$ cat src/common/adc_seq_pkg.sv
// Shared constants for the converter sequencing block
package adc_seq_pkg;
	// ---------------------------------------------------------------
	// Register bus
	// ---------------------------------------------------------------
	localparam int          ADDR_W          = 4;
	localparam int          DATA_W          = 32;
	localparam logic [3:0]  OFF_CONTROL     = 4'h0;
	localparam logic [3:0]  OFF_STATUS      = 4'h4;
	localparam logic [3:0]  OFF_RESULT      = 4'h8;
	localparam logic [3:0]  OFF_RX_WORD     = 4'hc;
	localparam logic [1:0]  RESP_OKAY       = 2'h0;
	localparam logic [1:0]  RESP_SLVERR     = 2'h2;

	// Control register fields
	localparam int          CTL_CONV_BIT    = 0;
	localparam int          CTL_KIND_LSB    = 1;
	localparam int          CTL_CAL_BIT     = 3;
	localparam int          CTL_MODE_LSB    = 4;
	localparam int          CTL_READBACK    = 7;
	localparam logic [2:0]  MODE_RESET      = 3'h2;
	// Status register fields
	localparam int          ST_BUSY_BIT     = 0;
	localparam int          ST_CAL_BIT      = 1;
	localparam int          ST_VALID_BIT    = 2;

	// ---------------------------------------------------------------
	// Sequence lengths in master clock periods
	// ---------------------------------------------------------------
	localparam int          CNT_W           = 17;
	localparam logic [16:0] CONV_PERIODS    = 17'h00012;
	localparam logic [16:0] CAL_FULL_DEF    = 17'h1e855;
	localparam logic [16:0] CAL_DAC_FS_DEF  = 17'h1b20a;
	localparam logic [16:0] CAL_OFFSET_DEF  = 17'h0364b;
	localparam real         CAL_FULL_MS     = 31.25;

	// Calibration kinds
	localparam logic [1:0]  CAL_FULL        = 2'h0;
	localparam logic [1:0]  CAL_DAC_FS      = 2'h1;
	localparam logic [1:0]  CAL_OFFSET      = 2'h2;

	// Interface modes with an internally made shift clock
	localparam logic [2:0]  MODE_SELF_A     = 3'h4;
	localparam logic [2:0]  MODE_SELF_B     = 3'h5;

	// ---------------------------------------------------------------
	// Serial frame
	// ---------------------------------------------------------------
	localparam int          RES_W           = 12;
	localparam int          WORD_W          = 16;
	localparam logic [4:0]  WORD_BITS       = 5'h10;
	localparam logic [4:0]  RB_DRIVE_EDGE   = 5'h00;
	localparam logic [4:0]  RB_RELEASE_EDGE = 5'h0f;

	typedef enum logic [1:0] {
		SEQ_IDLE    = 2'b00,
		SEQ_ARMED   = 2'b01,
		SEQ_CONVERT = 2'b10,
		SEQ_CALIB   = 2'b11
	} seq_state_t;
endpackage

$ cat src/rtl/adc_seq.sv
// Conversion and calibration sequencer with serial port and register slave
//
// Summary of operation
// Conversion ends and result is delivered after exactly 18 master clock periods.
// Full self-calibration lasts 125013 master clock periods, about 31.25 ms.
// DAC plus system full-scale calibration lasts 111114 master clock periods.
// System offset calibration lasts 13899 master clock periods.
// Busy rises within 2.5 master periods after calibrate request or trigger fall.
// Trigger falling edge raises busy, showing a conversion is under way.
// Modes 4 and 5 drive shift clock out at master clock rate.
// Modes 1 to 3 take an external shift clock no faster than 4 MHz.
// Polarity pin low swaps every rising and falling shift-clock edge.
// Serial output is driven only between frame-select fall and rise.
// Shared input line turns to output after a shift-clock rising edge.
// A later rising edge returns it to input; host drives only afterwards.
// Trigger rising edge puts track-and-hold in hold and starts conversion.
// Host allows 400 ns acquisition between busy fall and next trigger rise.
// Software command in the control register can start a conversion.
// Busy stays high for the whole sequence and drops when it completes.
//
// Our own choices: the AXI4-Lite register port and the register addresses.
`timescale 1ns/1ns
module adc_seq #(
	parameter logic [16:0] CAL_FULL_PERIODS   = adc_seq_pkg::CAL_FULL_DEF,
	parameter logic [16:0] CAL_DAC_FS_PERIODS = adc_seq_pkg::CAL_DAC_FS_DEF,
	parameter logic [16:0] CAL_OFFSET_PERIODS = adc_seq_pkg::CAL_OFFSET_DEF
) (
	input  wire logic                              aclk,
	input  wire logic                              aresetn,
	input  wire logic [adc_seq_pkg::ADDR_W-1:0]    s_axi_awaddr,
	input  wire logic                              s_axi_awvalid,
	output logic                                   s_axi_awready,
	input  wire logic [adc_seq_pkg::DATA_W-1:0]    s_axi_wdata,
	input  wire logic [3:0]                        s_axi_wstrb,
	input  wire logic                              s_axi_wvalid,
	output logic                                   s_axi_wready,
	output logic [1:0]                             s_axi_bresp,
	output logic                                   s_axi_bvalid,
	input  wire logic                              s_axi_bready,
	input  wire logic [adc_seq_pkg::ADDR_W-1:0]    s_axi_araddr,
	input  wire logic                              s_axi_arvalid,
	output logic                                   s_axi_arready,
	output logic [adc_seq_pkg::DATA_W-1:0]         s_axi_rdata,
	output logic [1:0]                             s_axi_rresp,
	output logic                                   s_axi_rvalid,
	input  wire logic                              s_axi_rready,
	input  wire logic                              master_clock_input,
	input  wire logic                              conversion_trigger,
	input  wire logic                              cal_request,
	input  wire logic                              polarity,
	input  wire logic                              frame_select_n,
	input  wire logic [adc_seq_pkg::RES_W-1:0]     sample_value,
	input  wire logic                              shift_clock_i,
	output logic                                   shift_clock_o,
	output logic                                   shift_clock_oe,
	input  wire logic                              data_in_i,
	output logic                                   data_in_o,
	output logic                                   data_in_oe,
	output logic                                   data_out_o,
	output logic                                   data_out_oe,
	output logic                                   busy
);
	import adc_seq_pkg::*;

	function automatic logic edge_of(input logic now, input logic was, input logic up);
		edge_of = up ? (now & ~was) : (~now & was);
	endfunction

	// ---------------------------------------------------------------
	// Pin synchronisers
	// ---------------------------------------------------------------
	// Two stages per pin, a third stage only for edge finding
	logic [6:0] sync_a, sync_b, sync_c;
	// Result pins settle long before a conversion ends, so two plain stages suffice
	logic [RES_W-1:0] sample_a, sample_b;
	always_ff @(posedge aclk) begin
		if (!aresetn) begin
			sync_a <= 7'h7f;
			sync_b <= 7'h7f;
			sync_c <= 7'h7f;
			sample_a <= '0;
			sample_b <= '0;
		end else begin
			sample_a <= sample_value;
			sample_b <= sample_a;
			sync_a <= {data_in_i, shift_clock_i, frame_select_n, polarity,
				cal_request, conversion_trigger, master_clock_input};
			sync_b <= sync_a;
			sync_c <= sync_b;
		end
	end

	logic mclk_rise, mclk_fall, trig_fall, trig_rise, cal_rise;
	logic frame_on, frame_start, frame_end, pol_high;
	assign mclk_rise   = edge_of(sync_b[0], sync_c[0], 1'b1);
	assign mclk_fall   = edge_of(sync_b[0], sync_c[0], 1'b0);
	assign trig_fall   = edge_of(sync_b[1], sync_c[1], 1'b0);
	assign trig_rise   = edge_of(sync_b[1], sync_c[1], 1'b1);
	assign cal_rise    = edge_of(sync_b[2], sync_c[2], 1'b1);
	assign pol_high    = sync_b[3];
	assign frame_on    = ~sync_b[4];
	assign frame_start = edge_of(sync_b[4], sync_c[4], 1'b0);
	assign frame_end   = edge_of(sync_b[4], sync_c[4], 1'b1);

	// ---------------------------------------------------------------
	// Register slave
	// ---------------------------------------------------------------
	logic [ADDR_W-1:0] aw_addr, next_aw_addr;
	logic [DATA_W-1:0] w_data, next_w_data;
	logic              aw_held, next_aw_held, w_held, next_w_held;
	logic              next_awready, next_wready, next_bvalid, next_arready, next_rvalid;
	logic [1:0]        next_bresp, next_rresp;
	logic [DATA_W-1:0] next_rdata;
	logic [2:0]        mode, next_mode;
	logic [1:0]        cal_kind, next_cal_kind;
	logic              readback_en, next_readback_en;
	logic              conv_cmd, cal_cmd, do_write, do_read, valid_clr;
	logic              result_valid, next_result_valid;
	logic [RES_W-1:0]  result, next_result;
	logic [WORD_W-1:0] rx_word, next_rx_word;
	seq_state_t        state, next_state;

	assign do_write  = aw_held && w_held && !s_axi_bvalid;
	assign do_read   = s_axi_arvalid && s_axi_arready;
	assign conv_cmd  = do_write && aw_addr == OFF_CONTROL && s_axi_wstrb[0] && w_data[CTL_CONV_BIT];
	assign cal_cmd   = do_write && aw_addr == OFF_CONTROL && s_axi_wstrb[0] && w_data[CTL_CAL_BIT];
	assign valid_clr = do_write && aw_addr == OFF_STATUS && s_axi_wstrb[0] && w_data[ST_VALID_BIT];

	// Address and data are caught separately, so either may come first
	always_comb begin
		next_aw_addr     = aw_addr;
		next_w_data      = w_data;
		next_aw_held     = aw_held;
		next_w_held      = w_held;
		next_bvalid      = s_axi_bvalid && !s_axi_bready;
		next_bresp       = s_axi_bresp;
		next_mode        = mode;
		next_cal_kind    = cal_kind;
		next_readback_en = readback_en;
		if (s_axi_awvalid && s_axi_awready) begin
			next_aw_addr = s_axi_awaddr;
			next_aw_held = 1'b1;
		end
		if (s_axi_wvalid && s_axi_wready) begin
			next_w_data = s_axi_wdata;
			next_w_held = 1'b1;
		end
		if (do_write) begin
			next_aw_held = 1'b0;
			next_w_held  = 1'b0;
			next_bvalid  = 1'b1;
			next_bresp   = (aw_addr == OFF_CONTROL || aw_addr == OFF_STATUS) ? RESP_OKAY : RESP_SLVERR;
			if (aw_addr == OFF_CONTROL && s_axi_wstrb[0]) begin
				next_mode        = w_data[CTL_MODE_LSB +: 3];
				next_cal_kind    = w_data[CTL_KIND_LSB +: 2];
				next_readback_en = w_data[CTL_READBACK];
			end
		end
		next_awready = !next_aw_held;
		next_wready  = !next_w_held;
	end

	// Reads answer one cycle after the address is taken
	always_comb begin
		next_arready = !(s_axi_rvalid || do_read) || (s_axi_rvalid && s_axi_rready);
		next_rvalid  = (s_axi_rvalid && !s_axi_rready) || do_read;
		next_rdata   = s_axi_rdata;
		next_rresp   = s_axi_rresp;
		if (do_read) begin
			next_rresp = RESP_OKAY;
			next_rdata = '0;
			case (s_axi_araddr)
				OFF_CONTROL: next_rdata = {24'h000000, readback_en, mode, 1'b0, cal_kind, 1'b0};
				OFF_STATUS:  next_rdata = {29'h00000000, result_valid, state == SEQ_CALIB, busy};
				OFF_RESULT:  next_rdata = {20'h00000, result};
				OFF_RX_WORD: next_rdata = {16'h0000, rx_word};
				default:     next_rresp = RESP_SLVERR;
			endcase
		end
	end

	always_ff @(posedge aclk) begin
		if (!aresetn) begin
			aw_addr       <= '0;
			w_data        <= '0;
			aw_held       <= 1'b0;
			w_held        <= 1'b0;
			s_axi_awready <= 1'b0;
			s_axi_wready  <= 1'b0;
			s_axi_bvalid  <= 1'b0;
			s_axi_bresp   <= RESP_OKAY;
			s_axi_arready <= 1'b0;
			s_axi_rvalid  <= 1'b0;
			s_axi_rdata   <= '0;
			s_axi_rresp   <= RESP_OKAY;
			mode          <= MODE_RESET;
			cal_kind      <= CAL_FULL;
			readback_en   <= 1'b0;
		end else begin
			aw_addr       <= next_aw_addr;
			w_data        <= next_w_data;
			aw_held       <= next_aw_held;
			w_held        <= next_w_held;
			s_axi_awready <= next_awready;
			s_axi_wready  <= next_wready;
			s_axi_bvalid  <= next_bvalid;
			s_axi_bresp   <= next_bresp;
			s_axi_arready <= next_arready;
			s_axi_rvalid  <= next_rvalid;
			s_axi_rdata   <= next_rdata;
			s_axi_rresp   <= next_rresp;
			mode          <= next_mode;
			cal_kind      <= next_cal_kind;
			readback_en   <= next_readback_en;
		end
	end

	// ---------------------------------------------------------------
	// Conversion and calibration sequencer
	// ---------------------------------------------------------------
	logic [CNT_W-1:0] count, next_count, target, next_target;
	logic             next_busy, seq_done;
	assign seq_done = mclk_rise && count == target - 17'h00001;

	// When idle, calibration has priority over a conversion request in the same cycle
	always_comb begin
		next_state        = state;
		next_count        = count;
		next_target       = target;
		next_result       = result;
		next_result_valid = result_valid && !valid_clr;
		case (state)
			SEQ_IDLE: begin
				next_count = '0;
				if (cal_rise || cal_cmd) begin
					next_state = SEQ_CALIB;
					case (cal_kind)
						CAL_DAC_FS: next_target = CAL_DAC_FS_PERIODS;
						CAL_OFFSET: next_target = CAL_OFFSET_PERIODS;
						default:    next_target = CAL_FULL_PERIODS;
					endcase
				end else if (trig_fall) begin
					next_state = SEQ_ARMED;
				end else if (trig_rise || conv_cmd) begin
					next_state  = SEQ_CONVERT;
					next_target = CONV_PERIODS;
				end
			end
			SEQ_ARMED: begin
				if (trig_rise) begin
					next_state  = SEQ_CONVERT;
					next_target = CONV_PERIODS;
				end
			end
			SEQ_CONVERT, SEQ_CALIB: begin
				if (seq_done) begin
					next_state = SEQ_IDLE;
					if (state == SEQ_CONVERT) begin
						next_result       = sample_b;
						next_result_valid = 1'b1;
					end
				end else if (mclk_rise) begin
					next_count = count + 17'h00001;
				end
			end
			default: next_state = SEQ_IDLE;
		endcase
		next_busy = next_state != SEQ_IDLE;
	end

	always_ff @(posedge aclk) begin
		if (!aresetn) begin
			state        <= SEQ_IDLE;
			count        <= '0;
			target       <= CONV_PERIODS;
			result       <= '0;
			result_valid <= 1'b0;
			busy         <= 1'b0;
		end else begin
			state        <= next_state;
			count        <= next_count;
			target       <= next_target;
			result       <= next_result;
			result_valid <= next_result_valid;
			busy         <= next_busy;
		end
	end

	// ---------------------------------------------------------------
	// Serial port
	// ---------------------------------------------------------------
	logic              self_clock, sclk_up, sclk_down, act_rise, act_fall;
	logic [WORD_W-1:0] tx_shift, next_tx_shift, rx_shift, next_rx_shift;
	logic [4:0]        rise_count, next_rise_count;
	logic              next_sclk_o, next_sclk_oe, next_dout_o, next_dout_oe, next_din_o, next_din_oe;

	assign self_clock = mode == MODE_SELF_A || mode == MODE_SELF_B;
	assign sclk_up    = self_clock ? mclk_rise : edge_of(sync_b[5], sync_c[5], 1'b1);
	assign sclk_down  = self_clock ? mclk_fall : edge_of(sync_b[5], sync_c[5], 1'b0);
	assign act_rise   = pol_high ? sclk_up : sclk_down;
	assign act_fall   = pol_high ? sclk_down : sclk_up;

	// Data changes on the active falling edge and is sampled on the rising one
	always_comb begin
		next_sclk_oe    = self_clock;
		next_sclk_o     = self_clock & sync_b[0];
		next_tx_shift   = tx_shift;
		next_rx_shift   = rx_shift;
		next_rise_count = rise_count;
		next_rx_word    = rx_word;
		next_dout_o     = data_out_o;
		next_dout_oe    = data_out_oe;
		next_din_o      = data_in_o;
		next_din_oe     = data_in_oe;
		if (frame_start) begin
			next_tx_shift   = {result, 4'h0};
			next_dout_o     = result[RES_W-1];
			next_din_o      = result[RES_W-1];
			next_dout_oe    = 1'b1;
			next_rise_count = '0;
		end else if (frame_end) begin
			next_dout_oe = 1'b0;
			next_din_oe  = 1'b0;
			if (rise_count == WORD_BITS) begin
				next_rx_word = rx_shift;
			end
		end else if (frame_on && act_fall) begin
			next_tx_shift = {tx_shift[WORD_W-2:0], 1'b0};
			next_dout_o   = tx_shift[WORD_W-2];
			next_din_o    = tx_shift[WORD_W-2];
		end else if (frame_on && act_rise && rise_count != WORD_BITS) begin
			next_rx_shift   = {rx_shift[WORD_W-2:0], sync_b[6]};
			next_rise_count = rise_count + 5'h01;
			if (readback_en && rise_count == RB_DRIVE_EDGE) begin
				next_din_oe = 1'b1;
			end
			if (rise_count == RB_RELEASE_EDGE) begin
				next_din_oe = 1'b0;
			end
		end
	end

	always_ff @(posedge aclk) begin
		if (!aresetn) begin
			shift_clock_o  <= 1'b0;
			shift_clock_oe <= 1'b0;
			tx_shift       <= '0;
			rx_shift       <= '0;
			rise_count     <= '0;
			rx_word        <= '0;
			data_out_o     <= 1'b0;
			data_out_oe    <= 1'b0;
			data_in_o      <= 1'b0;
			data_in_oe     <= 1'b0;
		end else begin
			shift_clock_o  <= next_sclk_o;
			shift_clock_oe <= next_sclk_oe;
			tx_shift       <= next_tx_shift;
			rx_shift       <= next_rx_shift;
			rise_count     <= next_rise_count;
			rx_word        <= next_rx_word;
			data_out_o     <= next_dout_o;
			data_out_oe    <= next_dout_oe;
			data_in_o      <= next_din_o;
			data_in_oe     <= next_din_oe;
		end
	end
endmodule

$ cat config.mk
export PLATFORM = sky130hd
export DESIGN_NAME = adc_seq
export DESIGN_NICKNAME = d
export VERILOG_FILES = /design/src/common/adc_seq_pkg.sv /design/src/rtl/adc_seq.sv
export SDC_FILE = /design/constraint.sdc
export NUM_CORES = 1
export LEC_CHECK = 0
export BUFFER_PORTS_ARGS = -buffer_cell sky130_fd_sc_hd__buf_2
export CORE_MARGIN = 2
export CORE_UTILIZATION = 40
export CTS_CLUSTER_DIAMETER = 200
export DETAILED_ROUTE_END_ITERATION = 6
export PLACE_DENSITY = 0.56
export SLEW_MARGIN = 40
export SYNTH_ARGS = -nofsm -noshare
export SYNTH_HDL_FRONTEND = slang
export SYNTH_SLANG_ARGS = --single-unit
$ cat constraint.sdc
create_clock -name aclk -period 3.85 [get_ports aclk]
set_input_delay 0.5775 -clock aclk [delete_from_list [all_inputs] [get_ports aclk]]
set_output_delay 0.5775 -clock aclk [all_outputs]
set_load 0.01 [all_outputs]
==> summary.txt <==
Finish
  – Diode count: 0
  – Area growth from synthesis to layout: 14.2%
  – Commonest cells after routing, fill and taps aside: dfxtp_1, nand2_1, buf_2, a21boi_0, nor2_1
  – Share of cells above drive strength 1: 14.5%
  – NumNets Final: 989
  – Commonest non-fill, non-tap cell in the layout: dfxtp_1

Pwr
  – Cell area power density: roughly 440 mW/mm^2
  – Leak Pwr: 3.40 nW
  – Final Power: 0.00392 W
  – Maximum VDD drop: 0.302 mV

Detailed routing
  – # DRC: 0
  – Initial DRC count: 365
  – Drt wl/cell: 13.4 microns
  – Wirelength, routed: about 16 mm
  – Via count: between 5000 and 6000
  – Final ANT Viol Nets: 0
  – Via density: around 4.9
  – Drt pass-1 iters: 4

Clock tree
  – Reg clk slew, reported paths: 70 ps
  – Worst-Skew Late Latency: 430 ps
  – H-tree depth: 4
  – CTS tree: done
  – Root Driver: clkbuf_16
  – Total CTS buffers: 17
  – CTS Buffer Depth: 2
  – Hold Buf Count CTS: 0
  – Post-CTS Setup Bufs: 0
  – Clk sinks: 180
  – Cts repair resizes: 0

STA
  – Final Setup Violations: 0
  – Max-slew violation count: 0
  – Worst Tran Pin Value: 724 ps
  – Setup TNS Final: 0 ps
  – Min Tclk post-route: 3310 ps
  – Clock skew: 20.0 ps
  – Fin. Hold Viols: 0
  – F_max: 0.302 GHz
  – Unrepaired setup endpoints after global routing: no
  – Fin crit share: 86.0%
  – Max-Slew Margin vs Limit: about half

Synth
  – Synth area leader: dfxtp_1
  – Fraction of registers with async set/reset: 0%
  – Synth Warn #: 0
  – Syn Std Cell Area: 0.00771 sq mm
  – Number of synthesized flops with an enable pin: 0
  – Avg Cell Area, Syn: ~9.0 sq um
  – Synthesized flop and latch total: 180
  – Top cells by area, synth: dfxtp_1, nand2_1, a21boi_0
  – Share of the synthesized area in the top cell type: 46.7%
  – Synth unique cells: 59
  – Sequential area share after synthesis: 46.7%
  – Post-synth top flop: dfxtp_1
  – Post-Syn Instances: 859

Worst setup path
  – Kind of critical path: register to register
  – Startpoint Class: register
  – Crit path max fanout: 32
  – Critical path required time: about 4200 ps
  – Data arrival, critical path: 3660 ps
  – Critical Path End Type: register

Placement
  – PortBufs: 72
  – Post-DP HPWL: 11.0 mm
  – Placer Congestion: 0.813

Run status
  – Status: finished clean

Floorplanning
  – Starting Density: 41.0%
  – IO Count: 118
  – Die X: 143 microns
  – Die height: 143 microns
  – DIE AREA: 0.0204 sq mm
  – Core area: 0.0188 sq mm
  – Num rows: 50

Global routing
  – Global-route wire length before repair: ~26 mm
  – Pin count of the biggest net entering global routing: 74
  – Total Routing Usage GR: about 16%
  – Vias in the first global route: 5228
  – Initial antenna violation count: 0
  – Overflow after GRT: 0

Flow run
  – Max Cap Viol: 0

Worst hold path
  – Hold Path Class: primary input to register
## final cells by class
type / instances / area [sq um]
clock buffers: 19 / 453
flip-flops and latches: 180 / 3600
repair buffers: 83 / 445
clock inverters: 13 / 156
well taps: 260 / 325
multi-input cells: 608 / 3750
fillers: 1845 / 10000
inverters: 19 / 71.3
## synth_stat cells, types with 10 or more instances
cell      count
dfxtp_1     180
nand2_1     143
a21boi_0     50
clkbuf_1     40
nor2_1       36
and2_1       30
a21oi_1      29
nand3_1      29
nand2b_1     28
nor2b_1      27
mux2i_1      26
buf_4        20
inv_1        19
o21ai_0      16
o211a_1      13
nor3_1       12
or4_1        11
a22oi_1      10
a31o_1       10
and3_1       10
ha_1         10
or3_1        10
## stage by stage
step	setup slack (ps)	hold slack, ps	cells	util [%]	area, sq um
after CTS	568	304	1182	46.8	8800
after global routing	202	328	1182	46.8	8810
after detailed placement	595	392	1150	43.5	8190
after floorplan	821	386	876	-	7780
after global placement	602	391	1149	43.5	8190
final	538	327	1182	46.8	8810
## cell families (layout without fill, tap and decap cells)
kind of cell | count (synthesis) | count (layout) | share of synthesized area (%)
AND/OR/NAND/NOR | 361 | 361 | 23.4
flip-flops | 180 | 180 | 46.7
AO/OA/AOI/OAI | 172 | 172 | 16.0
buffers and inverters | 88 | 134 | 5.51
multiplexers | 35 | 35 | 5.27
XOR/XNOR | 12 | 12 | 1.36
adder cells (fa/ha/maj) | 10 | 10 | 1.62
other | 1 | 18 | 0.0486
## final timing paths
check | endpoint | startpoint | cells past startpoint | slack [ps]
max | count[15] | target[6] | 10 | 540
min | sync_a[6] | data_in_i | 2 | 330
max reg2reg | count[15] | target[6] | 10 | 540
min reg2reg | sync_b[5] | sync_a[5] | 1 | 400
## state kept, by name, summed over array words and instances (netlist names), 4 cells and up
name	flops
aw_addr	4
count	17
result	12
rise_count	5
rx_shift	16
rx_word	16
s_axi_rdata	16
sample_a	12
sample_b	12
sync_a	7
sync_b	7
sync_c	5
target	8
tx_shift	11
w_data	8
## critical path, stage by stage (launching register included)
cell and delay [ps]:
dfxtp_1 440, inv_1 130, ha_1 280, nor3b_1 590
a21oi_1 150, o211a_1 250, o311ai_1 360, o21ai_1 120
buf_4 230, or4_1 520, a21oi_1 160
## per-layer routing
metal | track usage, % | up-vias | part of all wire [%]
met5 | 0 | - | 0
met4 | 5.32 | 0 | 1.0
met3 | 3.39 | 9 | 3.9
met2 | 23.8 | 90 | 42
met1 | 23.8 | 2613 | 53
li1 | - | 3035 | -
## power breakdown
| part | internal [W] | switching [W] |
|---|---|---|
| sequential | 0.00191 | 0.0000292 |
| clock | 0.00101 | 0.000766 |
| combinational | 0.0000872 | 0.000116 |
(Power assumes the default switching activity.)
